### config.mk
export PLATFORM = sky130hd
export DESIGN_NAME = att_tracker
export DESIGN_NICKNAME = d
export VERILOG_FILES = /design/src/logic/att_pkg.sv /design/src/logic/att_average.sv /design/src/logic/att_timeout_ctr.sv /design/src/logic/att_tracker.sv
export SDC_FILE = /design/constraint.sdc
export NUM_CORES = 1
export LEC_CHECK = 0
export BUFFER_PORTS_ARGS = -buffer_cell sky130_fd_sc_hd__clkbuf_2
export CAP_MARGIN = 20
export CORE_ASPECT_RATIO = 1.5
export CORE_UTILIZATION = 47
export DETAILED_ROUTE_END_ITERATION = 7
export PLACE_DENSITY_LB_ADDON = 0.3
export SETUP_SLACK_MARGIN = 0.02
export SLEW_MARGIN = 10
export SYNTH_ARGS = -nofsm -noshare
export SYNTH_HDL_FRONTEND = slang
export SYNTH_SLANG_ARGS = --single-unit
### constraint.sdc
create_clock -name clk_sys -period 9.4 [get_ports clk_sys]
set_clock_uncertainty 0.05 [all_clocks]
set_input_delay 1.88 -clock clk_sys [delete_from_list [all_inputs] [get_ports clk_sys]]
set_output_delay 1.88 -clock clk_sys [all_outputs]
set_load 0.01 [all_outputs]
### src/logic/att_pkg.sv
// package: register map, field layout and encodings of the adaptive threshold tracker
`default_nettype none
package att_pkg;

  // =====================================================================
  // register offsets
  localparam logic [7:0] ATT_OFS_CH1_TIMEOUT = 8'h0A;
  localparam logic [7:0] ATT_OFS_CH1_SETUP = 8'h0B;
  localparam logic [7:0] ATT_OFS_CH2_TIMEOUT = 8'h0D;
  localparam logic [7:0] ATT_OFS_CH2_SETUP = 8'h0E;

  // =====================================================================
  // reset values
  localparam logic [7:0] ATT_TIMEOUT_RESET = 8'h86;
  localparam logic [7:0] ATT_SETUP_RESET = 8'h0B;

  // =====================================================================
  // timeout register fields
  localparam int ATT_APR_MSB = 7;
  localparam int ATT_APR_LSB = 4;
  localparam int ATT_REC_MSB = 3;
  localparam int ATT_REC_LSB = 0;

  // =====================================================================
  // setup register fields
  localparam int ATT_RANGE_MSB = 7;
  localparam int ATT_RANGE_LSB = 6;
  localparam int ATT_RSVD_BIT = 5;
  localparam int ATT_HYST_BIT = 4;
  localparam int ATT_SETTLE_MSB = 3;
  localparam int ATT_SETTLE_LSB = 0;

  // =====================================================================
  // data layout: 12-bit result sits in the top of a 16-bit word
  localparam int ATT_DATA_W = 16;
  localparam int ATT_SENS_SHIFT = 4;
  localparam int ATT_HYST_SHIFT = 2;
  localparam int ATT_FRAC_W = 16;
  localparam int ATT_CNT_W = 16;

  // =====================================================================
  // comparator modes
  typedef enum logic [1:0] {
    ATT_MODE_NEGATIVE = 2'b00,
    ATT_MODE_POSITIVE = 2'b01,
    ATT_MODE_IN_WINDOW = 2'b10,
    ATT_MODE_OUT_WINDOW = 2'b11
  } att_cmp_mode_e;

  // counter side tracking
  typedef enum logic [1:0] {
    ATT_SIDE_INSIDE = 2'b00,
    ATT_SIDE_APPROACH = 2'b01,
    ATT_SIDE_RECEDE = 2'b10
  } att_side_e;

endpackage : att_pkg
`default_nettype wire

### src/logic/att_average.sv
// one channel's exponential data average with forced reload
`default_nettype none
module att_average
  import att_pkg::*;
#(
  parameter int DATA_W = ATT_DATA_W,
  parameter int FRAC_W = ATT_FRAC_W
) (
  input wire logic clk_sys,
  input wire logic reset_n,
  input wire logic conv_strobe,
  input wire logic force_load,
  input wire logic [DATA_W-1:0] conv_data,
  input wire logic [3:0] average_settle_exp,
  output logic [DATA_W-1:0] average
);

  initial begin
    if (FRAC_W < 16) $error("att_average: FRAC_W too small for 2**16 time constant");
  end

  localparam int ACC_W = DATA_W + FRAC_W;

  logic [ACC_W-1:0] acc;
  logic signed [ACC_W:0] diff;
  logic signed [ACC_W:0] step;
  logic [4:0] tc_exp;

  always_comb begin
    tc_exp = {1'b0, average_settle_exp} + 5'h01;
    diff = $signed({1'b0, conv_data, {FRAC_W{1'b0}}}) - $signed({1'b0, acc});
    // arithmetic shift gives the 1 - e^(-n/tc) step response
    step = diff >>> tc_exp;
  end

  always_ff @(posedge clk_sys) begin
    if (!reset_n) begin
      acc <= '0;
    end else if (conv_strobe) begin
      if (force_load) begin
        acc <= {conv_data, {FRAC_W{1'b0}}};
      end else begin
        acc <= acc + step[ACC_W-1:0];
      end
    end
  end

  assign average = acc[ACC_W-1:FRAC_W];

endmodule : att_average
`default_nettype wire

### src/logic/att_timeout_ctr.sv
// one channel's approaching and receding timeout counter
`default_nettype none
module att_timeout_ctr
  import att_pkg::*;
#(
  parameter int CNT_W = ATT_CNT_W
) (
  input wire logic clk_sys,
  input wire logic reset_n,
  input wire logic conv_strobe,
  input wire logic timeout_enable,
  input wire logic side_approach,
  input wire logic side_recede,
  input wire logic [3:0] approach_limit_exp,
  input wire logic [3:0] recede_limit_exp,
  output logic force_load
);

  initial begin
    if (CNT_W < 16) $error("att_timeout_ctr: CNT_W must hold 2**15");
  end

  att_side_e side;
  logic [CNT_W-1:0] count;
  logic [CNT_W-1:0] next_count;
  logic [CNT_W:0] limit;
  att_side_e cur_side;

  always_comb begin
    if (side_approach) begin
      cur_side = ATT_SIDE_APPROACH;
    end else if (side_recede) begin
      cur_side = ATT_SIDE_RECEDE;
    end else begin
      cur_side = ATT_SIDE_INSIDE;
    end
    // a change of side restarts the count
    next_count = (cur_side == side) ? count + 1'b1 : {{(CNT_W-1){1'b0}}, 1'b1};
    limit = '0;
    if (cur_side == ATT_SIDE_APPROACH) begin
      limit[approach_limit_exp] = 1'b1;
    end else begin
      limit[recede_limit_exp] = 1'b1;
    end
    force_load = conv_strobe && timeout_enable && (cur_side != ATT_SIDE_INSIDE) &&
      ({1'b0, next_count} >= limit);
  end

  always_ff @(posedge clk_sys) begin
    if (!reset_n) begin
      side <= ATT_SIDE_INSIDE;
      count <= '0;
    end else if (conv_strobe) begin
      if (!timeout_enable || cur_side == ATT_SIDE_INSIDE || force_load) begin
        side <= ATT_SIDE_INSIDE;
        count <= '0;
      end else begin
        side <= cur_side;
        count <= next_count;
      end
    end
  end

endmodule : att_timeout_ctr
`default_nettype wire

### src/logic/att_tracker.sv
// adaptive threshold tracker for two capacitance channels
`default_nettype none
module att_tracker
  import att_pkg::*;
#(
  parameter int DATA_W = ATT_DATA_W
) (
  input wire logic clk_sys,
  input wire logic reset_n,
  input wire logic [7:0] reg_addr,
  input wire logic reg_wr_en,
  input wire logic [7:0] reg_wr_data,
  input wire logic reg_rd_en,
  output logic [7:0] reg_rd_data,
  input wire logic threshold_fixed,
  input wire logic [1:0] comparator_mode_sel,
  input wire logic [7:0] ch1_sensitivity,
  input wire logic [7:0] ch2_sensitivity,
  input wire logic [DATA_W-1:0] ch1_fixed_threshold,
  input wire logic [DATA_W-1:0] ch2_fixed_threshold,
  input wire logic conv_valid,
  input wire logic conv_channel,
  input wire logic [DATA_W-1:0] conv_data,
  output logic [DATA_W-1:0] ch1_average,
  output logic [DATA_W-1:0] ch2_average,
  output logic [DATA_W:0] ch1_upper_threshold,
  output logic [DATA_W:0] ch2_upper_threshold,
  output logic [DATA_W-1:0] ch1_lower_threshold,
  output logic [DATA_W-1:0] ch2_lower_threshold,
  output logic ch1_detect,
  output logic ch2_detect,
  output logic [4:0] ch1_range_quarter_pf,
  output logic [4:0] ch2_range_quarter_pf,
  output logic [3:0] ch1_offset_dac_step,
  output logic [3:0] ch2_offset_dac_step
);

  initial begin
    if (DATA_W != ATT_DATA_W) $error("att_tracker: DATA_W must be 16");
  end

  // =====================================================================
  // helpers
  function automatic logic [3:0] offset_dac_step(input logic [1:0] range_sel);
    case (range_sel)
      2'b00: offset_dac_step = 4'h4;
      2'b01: offset_dac_step = 4'h1;
      2'b10: offset_dac_step = 4'h2;
      default: offset_dac_step = 4'h8;
    endcase
  endfunction : offset_dac_step

  // range in quarter picofarads: 2, 0.5, 1, 4 pF
  function automatic logic [4:0] input_range_qpf(input logic [1:0] range_sel);
    case (range_sel)
      2'b00: input_range_qpf = 5'h08;
      2'b01: input_range_qpf = 5'h02;
      2'b10: input_range_qpf = 5'h04;
      default: input_range_qpf = 5'h10;
    endcase
  endfunction : input_range_qpf

  // clamp at zero so a small average cannot wrap the lower threshold
  function automatic logic [DATA_W-1:0] sub_floor(
    input logic [DATA_W-1:0] a,
    input logic [DATA_W-1:0] b
  );
    sub_floor = (a > b) ? a - b : '0;
  endfunction : sub_floor

  // =====================================================================
  // registers
  logic [7:0] ch1_timeout_cfg;
  logic [7:0] ch1_threshold_setup;
  logic [7:0] ch2_timeout_cfg;
  logic [7:0] ch2_threshold_setup;

  always_ff @(posedge clk_sys) begin
    if (!reset_n) begin
      ch1_timeout_cfg <= ATT_TIMEOUT_RESET;
      ch2_timeout_cfg <= ATT_TIMEOUT_RESET;
      ch1_threshold_setup <= ATT_SETUP_RESET;
      ch2_threshold_setup <= ATT_SETUP_RESET;
    end else if (reg_wr_en) begin
      if (reg_addr == ATT_OFS_CH1_TIMEOUT) begin
        ch1_timeout_cfg <= reg_wr_data;
      end else if (reg_addr == ATT_OFS_CH1_SETUP) begin
        // bit 5 is stored as written; nonzero values leave operation unspecified
        ch1_threshold_setup <= reg_wr_data;
      end else if (reg_addr == ATT_OFS_CH2_TIMEOUT) begin
        ch2_timeout_cfg <= reg_wr_data;
      end else if (reg_addr == ATT_OFS_CH2_SETUP) begin
        ch2_threshold_setup <= reg_wr_data;
      end
    end
  end

  always_ff @(posedge clk_sys) begin
    if (!reset_n) begin
      reg_rd_data <= 8'h00;
    end else if (reg_rd_en) begin
      if (reg_addr == ATT_OFS_CH1_TIMEOUT) begin
        reg_rd_data <= ch1_timeout_cfg;
      end else if (reg_addr == ATT_OFS_CH1_SETUP) begin
        reg_rd_data <= ch1_threshold_setup;
      end else if (reg_addr == ATT_OFS_CH2_TIMEOUT) begin
        reg_rd_data <= ch2_timeout_cfg;
      end else if (reg_addr == ATT_OFS_CH2_SETUP) begin
        reg_rd_data <= ch2_threshold_setup;
      end else begin
        reg_rd_data <= 8'h00;
      end
    end
  end

  // =====================================================================
  // range decode
  logic [1:0] ch1_range_sel;
  logic [1:0] ch2_range_sel;

  assign ch1_range_sel = ch1_threshold_setup[ATT_RANGE_MSB:ATT_RANGE_LSB];
  assign ch2_range_sel = ch2_threshold_setup[ATT_RANGE_MSB:ATT_RANGE_LSB];

  always_ff @(posedge clk_sys) begin
    if (!reset_n) begin
      ch1_range_quarter_pf <= input_range_qpf(2'b00);
      ch2_range_quarter_pf <= input_range_qpf(2'b00);
      ch1_offset_dac_step <= offset_dac_step(2'b00);
      ch2_offset_dac_step <= offset_dac_step(2'b00);
    end else begin
      ch1_range_quarter_pf <= input_range_qpf(ch1_range_sel);
      ch2_range_quarter_pf <= input_range_qpf(ch2_range_sel);
      ch1_offset_dac_step <= offset_dac_step(ch1_range_sel);
      ch2_offset_dac_step <= offset_dac_step(ch2_range_sel);
    end
  end

  // =====================================================================
  // per-channel tracking
  att_cmp_mode_e mode;
  logic window_mode;

  assign mode = att_cmp_mode_e'(comparator_mode_sel);
  assign window_mode = comparator_mode_sel[1];

  logic [7:0] timeout_cfg [2];
  logic [7:0] setup_cfg [2];
  logic [7:0] sens_raw [2];
  logic [DATA_W-1:0] fixed_thr [2];
  logic [DATA_W-1:0] avg [2];
  logic [DATA_W:0] upper [2];
  logic [DATA_W-1:0] lower [2];
  logic detect [2];

  assign timeout_cfg[0] = ch1_timeout_cfg;
  assign timeout_cfg[1] = ch2_timeout_cfg;
  assign setup_cfg[0] = ch1_threshold_setup;
  assign setup_cfg[1] = ch2_threshold_setup;
  assign sens_raw[0] = ch1_sensitivity;
  assign sens_raw[1] = ch2_sensitivity;
  assign fixed_thr[0] = ch1_fixed_threshold;
  assign fixed_thr[1] = ch2_fixed_threshold;

  for (genvar ch = 0; ch < 2; ch++) begin : g_ch
    logic strobe;
    logic [DATA_W-1:0] sens;
    logic [DATA_W-1:0] hys;
    logic above;
    logic below;
    logic above_hold;
    logic below_hold;
    logic hyst_on;
    logic approach;
    logic recede;
    logic force_load;
    logic next_detect;
    logic det;

    assign strobe = conv_valid && (conv_channel == ch[0]);
    assign sens = {{(DATA_W-8-ATT_SENS_SHIFT){1'b0}}, sens_raw[ch], {ATT_SENS_SHIFT{1'b0}}};
    assign hys = sens >> ATT_HYST_SHIFT;

    always_comb begin
      upper[ch] = {1'b0, avg[ch]} + {1'b0, sens};
      lower[ch] = sub_floor(avg[ch], sens);
      hyst_on = setup_cfg[ch][ATT_HYST_BIT] && !threshold_fixed;
      if (threshold_fixed) begin
        above = conv_data > fixed_thr[ch];
        below = conv_data < fixed_thr[ch];
        above_hold = above;
        below_hold = below;
      end else begin
        above = {1'b0, conv_data} > upper[ch];
        below = conv_data < lower[ch];
        // held output releases only a quarter sensitivity inside the band
        above_hold = {1'b0, conv_data} > (upper[ch] - {1'b0, hys});
        below_hold = {1'b0, conv_data} < ({1'b0, lower[ch]} + {1'b0, hys});
      end
      case (mode)
        ATT_MODE_NEGATIVE: begin
          approach = below;
          recede = above;
          next_detect = below || (hyst_on && det && below_hold);
        end
        ATT_MODE_POSITIVE: begin
          approach = above;
          recede = below;
          next_detect = above || (hyst_on && det && above_hold);
        end
        ATT_MODE_IN_WINDOW: begin
          approach = above || below;
          recede = 1'b0;
          next_detect = !above && !below && conv_data != lower[ch] &&
            {1'b0, conv_data} != upper[ch];
        end
        default: begin
          approach = above || below;
          recede = 1'b0;
          next_detect = above || below || (hyst_on && det && (above_hold || below_hold));
        end
      endcase
    end

    att_timeout_ctr u_timeout (
      .clk_sys(clk_sys),
      .reset_n(reset_n),
      .conv_strobe(strobe),
      .timeout_enable(timeout_cfg[ch] != 8'h00),
      .side_approach(approach),
      .side_recede(recede && !window_mode),
      .approach_limit_exp(timeout_cfg[ch][ATT_APR_MSB:ATT_APR_LSB]),
      .recede_limit_exp(timeout_cfg[ch][ATT_REC_MSB:ATT_REC_LSB]),
      .force_load(force_load)
    );

    att_average u_average (
      .clk_sys(clk_sys),
      .reset_n(reset_n),
      .conv_strobe(strobe),
      .force_load(force_load),
      .conv_data(conv_data),
      .average_settle_exp(setup_cfg[ch][ATT_SETTLE_MSB:ATT_SETTLE_LSB]),
      .average(avg[ch])
    );

    always_ff @(posedge clk_sys) begin
      if (!reset_n) begin
        det <= 1'b0;
      end else if (strobe) begin
        det <= next_detect;
      end
    end

    assign detect[ch] = det;
  end

  // =====================================================================
  // outputs
  assign ch1_average = avg[0];
  assign ch2_average = avg[1];
  assign ch1_upper_threshold = upper[0];
  assign ch2_upper_threshold = upper[1];
  assign ch1_lower_threshold = lower[0];
  assign ch2_lower_threshold = lower[1];
  assign ch1_detect = detect[0];
  assign ch2_detect = detect[1];

endmodule : att_tracker
`default_nettype wire

# == After elaboration in Yosys (flattened, before gate mapping) ==
# Index checks and enable logic that the tools add are counted.
# op_classes
n_div,0
add_sub_neg,16
muxes,46
order_cmp,24
bitwise_logic,4
eq_ne,18
shifts,2
mul,0
reduce_logical,65
# op_table
cell,count
$mux W16,8
$gt A16 B17 Y1,4
$sshr A33 B5 Y32,2
$sub A32 B32 Y33,2
$add A32 B32 Y32,2
$lt A16 B16 Y1,4
$mux W32,2
$add A16 B10 Y17,2
$add A16 B12 Y17,2
$lt A16 B17 Y1,2
$ne A16 B17 Y1,2
$sub A17 B10 Y17,2
$add A16 B1 Y16 const B,2
$eq A8 B4 Y1 const B,4
$ge A16 B16 Y1,2
$gt A16 B12 Y1,2
$gt A16 B16 Y1,2
$mux W8,4
$ne A16 B16 Y1,2
$sub A16 B12 Y16,2
$logic_and A1 B1 Y1,30
$pmux W5 S3,2
$lt A4 B6 Y1 const B,4
$pmux W4 S3,2
other kinds (20),83
# word_totals
n_memories,0
wordCells,192
regBits,160
mem_bits_ro,0
input_bits,89
out_inout_bits,126
latchBits,0
ram_bits,0

# == Logic depth before layout (Yosys ltp) ==
# depth
depth_word,14
depth_mapped,39
ltp_nobuf,34

# == Modules after synthesis ==
# From an unflattened synthesis, not the netlist that was laid out.
# hier_totals
hier_cells,3643
area_unflattened_um2,26484.2
# modules_own_cells
mod,seq_area_each_um2,cells_per_inst,area_per_inst_um2,n_inst
att_tracker,1001.0,1333,9804.4,1
att_average at g_ch[1].u_average,640.6,963,6957.9,1
att_average at g_ch[0].u_average,640.6,941,6540.0,1
att_timeout_ctr at g_ch[0].u_timeout,360.3,205,1599.0,1
att_timeout_ctr at g_ch[1].u_timeout,360.3,201,1582.8,1

# == Least setup slack after synthesis ==
# No wires, ideal clock.
# synth_timing
path_type,input port to flip-flop
startpoint,input port ch1_sensitivity[0]
endpoint,register g_ch[0].u_average.acc[13]
setup_slack_ns,0.971
path_buffers,5
t_required_ns,9.222
t_arrival_ns,8.251
path_stages,37
setup_time_ns,0.128
cell_sequence,ha_1 -> inv_1 -> fa_1 -> a21o_1 -> a21oi_1 -> o21ai_0 -> nand2_1 -> nand2_1 -> a21oi_1 -> xnor2_1 -> nor2_1 -> inv_1 -> ha_1 -> nand4_1 -> nor3_1 -> o21a_1 -> o21ba_2 -> nand2_1 -> a21oi_1 -> o22a_1 -> clkbuf_1 -> clkbuf_1 -> nor2_1 -> ha_1 -> nand2b_1 -> a21o_1 -> a21oi_1 -> o21ai_0 -> o41ai_1 -> a211o_1 -> and3b_1 -> clkbuf_1 -> clkbuf_1 -> clkbuf_1 -> nor3_1 -> a21oi_1 -> nor2_1
# synth_between
elab_chain_len,13
elab_cells_between_ends,23
classes_between,2 x add/sub; 4 x order compare; 2 x eq/ne; 10 x mux; 5 x reduce/logical
# synth_lines
element,line,rtl
start: declaration,att_tracker.sv:17,"input wire logic [7:0] ch1_sensitivity,"
$sub A16 B12 Y16 / $gt A16 B12 Y1 (equally long branches),att_tracker.sv:68,sub_floor = (a > b) ? a - b : '0;
$mux W16 (*),att_tracker.sv:68,
via ch1_lower_threshold[12],att_tracker.sv:28,"output logic [DATA_W-1:0] ch1_lower_threshold,"
$lt A16 B16 Y1 (*),att_tracker.sv:194,below = conv_data < lower[ch];
$mux W1 (*),att_tracker.sv:187,if (threshold_fixed) begin
$pmux W1 S2,att_tracker.sv:199,case (mode)
$logic_and A1 B1 Y1,att_tracker.sv:230,".side_recede(recede && !window_mode),"
$mux W2,att_timeout_ctr.sv:32,end else if (side_recede) begin
$mux W2 (*),att_timeout_ctr.sv:30,if (side_approach) begin
$eq A2 B2 Y1 / $eq A2 B1 Y1 (equally long branches),"att_timeout_ctr.sv:38, att_timeout_ctr.sv:40",
"$mux W16, on equally long branches","att_timeout_ctr.sv:38, att_timeout_ctr.sv:40",
$ge A16 B16 Y1,att_timeout_ctr.sv:46,"({1'b0, next_count} >= limit);"
$logic_and A1 B1 Y1 (*),att_timeout_ctr.sv:45,force_load = conv_strobe && timeout_enable && (cur_side != ATT_SIDE_INSIDE) &&
$mux W32 (*),att_average.sv:40,if (force_load) begin
end signal: assignment,att_average.sv:41,"acc <= {conv_data, {FRAC_W{1'b0}}};"
end signal: assignment,att_average.sv:43,acc <= acc + step[ACC_W-1:0];
end: declaration,att_average.sv:24,logic [ACC_W-1:0] acc;
# The timed path passes the listed nets; every way through them passes the cells marked *.
# A chain may end at the register's enable or synchronous reset.

# == Worst setup path in the final report ==
# layout_timing
startpoint,input port ch2_sensitivity[1]
endpoint,register g_ch[1].u_average.acc[27]
# layout_between
elab_chain_len,13
elab_cells_between_ends,23
classes_between,2 x add/sub; 4 x order compare; 2 x eq/ne; 10 x mux; 5 x reduce/logical
# layout_lines
element,line,rtl
start: declaration,att_tracker.sv:18,"input wire logic [7:0] ch2_sensitivity,"
$sub A16 B12 Y16 / $gt A16 B12 Y1 (equally long branches),att_tracker.sv:68,
$mux W16,att_tracker.sv:68,
$lt A16 B16 Y1,att_tracker.sv:194,
$mux W1,att_tracker.sv:187,
$pmux W1 S2,att_tracker.sv:199,
$logic_and A1 B1 Y1,att_tracker.sv:230,
$mux W2,att_timeout_ctr.sv:32,
$mux W2 (*),att_timeout_ctr.sv:30,
$eq A2 B2 Y1 / $eq A2 B1 Y1 (equally long branches),"att_timeout_ctr.sv:38, att_timeout_ctr.sv:40",
"$mux W16, on equally long branches","att_timeout_ctr.sv:38, att_timeout_ctr.sv:40",
$ge A16 B16 Y1,att_timeout_ctr.sv:46,
$logic_and A1 B1 Y1 (*),att_timeout_ctr.sv:45,
$mux W32 (*),att_average.sv:40,
end signal: assignment,att_average.sv:41,
end signal: assignment,att_average.sv:43,
end: declaration,att_average.sv:24,
# Every way passes the cells marked *; elsewhere a longest branch is shown, timed or not.

==> impl_metrics.tcl <==
set metrics [dict create \
    p_per_area_mw_per_mm2 222.5 \
    post_cts_buffers 0 \
    fmax_ghz 0.1120 \
    slew_headroom_pct 25.58 \
    crit_type "input pin to register" \
    coreArea_mm2 0.05374 \
    cts_root_buf "clkbuf_16" \
    power_leakage_nw 12.38 \
    crit_path_end_kind "register" \
    grt_max_degree 78 \
    vias 27930 \
    period_minus_slack_ps 8927 \
    ys_types 98 \
    vias_per_cell 6.411 \
    rr_startpoint "g_ch[1].u_average.acc[23]" \
    crit_start "ch2_sensitivity[1]" \
    synth_top_family_by_area "compound AO/OA/AOI/OAI gates" \
    cp_data_arrival_time_ps 9170 \
    reg2reg_depth 28 \
    cts_buffer_depth 2 \
    rows 104 \
    ant_nets 0 \
    overflow 0 \
    drtIter0Drc 1987 \
    antenna_found_initial 3 \
    path_clk_slew_ps 70 \
    reg2reg_slack_ps 1650 \
    yosysSeqAreaShare_pct 11.72 \
    io_buffers 212 \
    hpwl_mm 75.99 \
    die_x_um 192.7 \
    synthesis.area_mm2 0.02563 \
    synth_top_flop_cell "dfxtp_1" \
    rsz0062_at_grt "false" \
    synthAdderAreaFrac_pct 17.48 \
    fin_area_mm2 0.02770 \
    synthSimpleGateAreaFrac_pct 22.91 \
    cts_buffers 17 \
    post_drt_wl_per_cell_um 21.98 \
    die_h_um 288.0 \
    start_util_pct 47.69 \
    synth-seq-cells 150 \
    synth_cells 3586 \
    synth_edf_count 0 \
    violations "design-rule violations" \
    nNetsFinal 4097 \
    hold_slack_ps 400.3 \
    yosys_warnings 0 \
    min_period_over_period_pct 94.97 \
    clk_latency_ps 470 \
    cp_common_cell "a21oi_1" \
    cts_hold_buf 0 \
    tns_ps 0 \
    cpPeakStageDelay_ps 510 \
    routabilityCongestion 1.013 \
    drc 12 \
    critPathSlowestCell "inv_1" \
    path_max_fanout 18 \
    outcome "complete, but fails checks" \
    setup_viol 0 \
    crit_path_start_kind "input pin" \
    synth-compound-area-share_pct 28.59 \
    cts.repair.resized 0 \
    final_hold_viol_count 0 \
    grt_pass1_vias 26550 \
    cts_tree "built" \
    worstSetupEndpoint "g_ch[1].u_average.acc[27]" \
    track_usage_pct 33.87 \
    synth_xor_area_share_pct 5.839 \
    cap_viol_max_count 0 \
    hp-class "register to register" \
    worst_ep_required_time_ps 9640 \
    clock_sinks 150 \
    boundaryPins 215 \
    muxShareOfSynthArea_pct 5.825 \
    die-area_mm2 0.05548 \
    ir_drop_mv 0.1500 \
    reg2reg_to "g_ch[1].u_average.acc[27]" \
    async_flop_share_pct 0 \
    slew_viol_final 0 \
    drive_gt1_share_pct 11.78 \
    syn_area_per_cell_um2 7.146 \
    drt-pass1-iter-count 8 \
    worstMarginPinSlew_ps 1116 \
    wirelength_mm 95.74 \
    placed_cell_area_mm2 0.02709 \
    h-tree-depth 4 \
    grt_pass1_wl_mm 145.8 \
    area_delta_synth_final_pct 8.090 \
]
[synth_stat cells (50+ instances only)]
library cell / count / area, um^2
nand3_1: 129 / 645.6
dfxtp_1: 150 / 3003
xor2_1: 62 / 543.0
nor3_1: 94 / 470.5
inv_1: 224 / 840.8
mux2i_1: 73 / 730.7
nor2_1: 294 / 1104
clkbuf_1: 163 / 611.8
nor2b_1: 54 / 337.8
a21oi_1: 327 / 1637
a21o_1: 83 / 623.1
xnor2_1: 107 / 937.2
o21ai_0: 220 / 1101
buf_4: 50 / 375.4
o21a_1: 52 / 390.4
ha_1: 342 / 4279
nand2b_1: 53 / 331.6
nand2_1: 328 / 1231
a211oi_1: 63 / 473.0
[how the worst min path moves through the flow]
stage / to / cells past startpoint / startpoint
floorplan: g_ch[1].u_timeout.count[15] / 2 / g_ch[1].u_timeout.count[15]
global placement: g_ch[1].u_timeout.count[15] / 2 / g_ch[1].u_timeout.count[15]
detailed placement: g_ch[1].u_timeout.count[15] / 2 / g_ch[1].u_timeout.count[15]
CTS: g_ch[1].u_timeout.count[15] / 2 / g_ch[1].u_timeout.count[15]
global route: ch1_threshold_setup[5] / 2 / ch1_threshold_setup[5]
finish: g_ch[1].u_timeout.count[15] / 2 / g_ch[1].u_timeout.count[15]
[where the power goes]
| group | internal [mW] | leakage (nW) | switching [mW] |
|---|---|---|---|
| Clock | 0.424 | 0.284 | 0.328 |
| Combinational | 1.82 | 10.9 | 2.73 |
| Sequential | 0.693 | 1.22 | 0.165 |
| Total | 2.94 | 12.4 | 3.23 |
[logic make-up (layout without fill, tap and decap cells)]
family,after synthesis,count (layout)
flops,150,150
compound gates,1122,1122
mux,122,122
buf+inv,464,543
other cells,1,3
fa+ha+maj,352,352
xor+xnor,170,170
simple gates,1205,1205
[flip-flops by register name (all words and copies together) (netlist names), 4 cells and up]
name,cells
ch2_range_quarter_pf,4
ch2_timeout_cfg,8
ch2_threshold_setup,8
g_ch.u_timeout.count,32
ch1_timeout_cfg,8
ch1_range_quarter_pf,4
g_ch.u_timeout.side,4
reg_rd_data,8
ch1_threshold_setup,8
g_ch.u_average.acc,64
[stage by stage]
step	cells	total power [mW]	utilization [%]	setup slack, ps
6_report	4356	6.162	51.54	472.6
5_1_grt	4356	6.608	51.54	76.52
4_1_cts	4353	6.071	51.50	660.0
3_5_place_dp	4324	5.293	50.41	193.8
3_3_place_gp	4324	5.262	50.41	314.6
2_1_floorplan	3587	4.106	-	971.0
[cells in the final DEF (no fill, tap or decap), drive strengths merged, types with 34 or more instances in the layout]
master / n
a211oi: 65
a21o: 84
a21oi: 328
a31oi: 48
and3: 42
buf: 72
clkbuf: 231
dfxtp: 150
ha: 342
inv: 230
mux2i: 73
nand2: 328
nand2b: 53
nand3: 129
nand4: 48
nor2: 295
nor2b: 54
nor3: 96
nor4: 34
o211ai: 41
o21a: 52
o21ai: 222
xnor2: 107
xor2: 63
[routing by layer]
| layer | track usage (%) | share of wire [%] | up-vias |
|---|---|---|---|
| met5 | 0 | 0.034 | - |
| met4 | 25.00 | 7.9 | 4 |
| met3 | 6.168 | 6.7 | 369 |
| met2 | 59.28 | 49 | 1104 |
| met1 | 35.84 | 37 | 13180 |
| li1 | - | - | 13270 |
[critical path, delay by kind of cell]
| kind | cells | cell delay (ps) |
|---|---|---|
| AOI/OAI and AO/OA | 14 | 3380 |
| buffers and inverters | 5 | 1300 |
| and+or+nand+nor | 6 | 1200 |
| adders and majority gates | 3 | 960 |
| muxes | 1 | 260 |
| xor gates and xnor gates | 1 | 170 |
[area by class of cell]
type,instances,area (um^2)
Antenna cell,1,2.502
Clock buffer,19,442.9
Clock inverter,10,147.6
Fill cell,5425,26040
Inverter,230,863.3
Multi-Input combinational cell,2973,20760
Sequential cell,150,3005
Tap cell,689,862.1
Timing Repair Buffer,284,1618
Note: power is estimated with default switching activity, not from simulation.
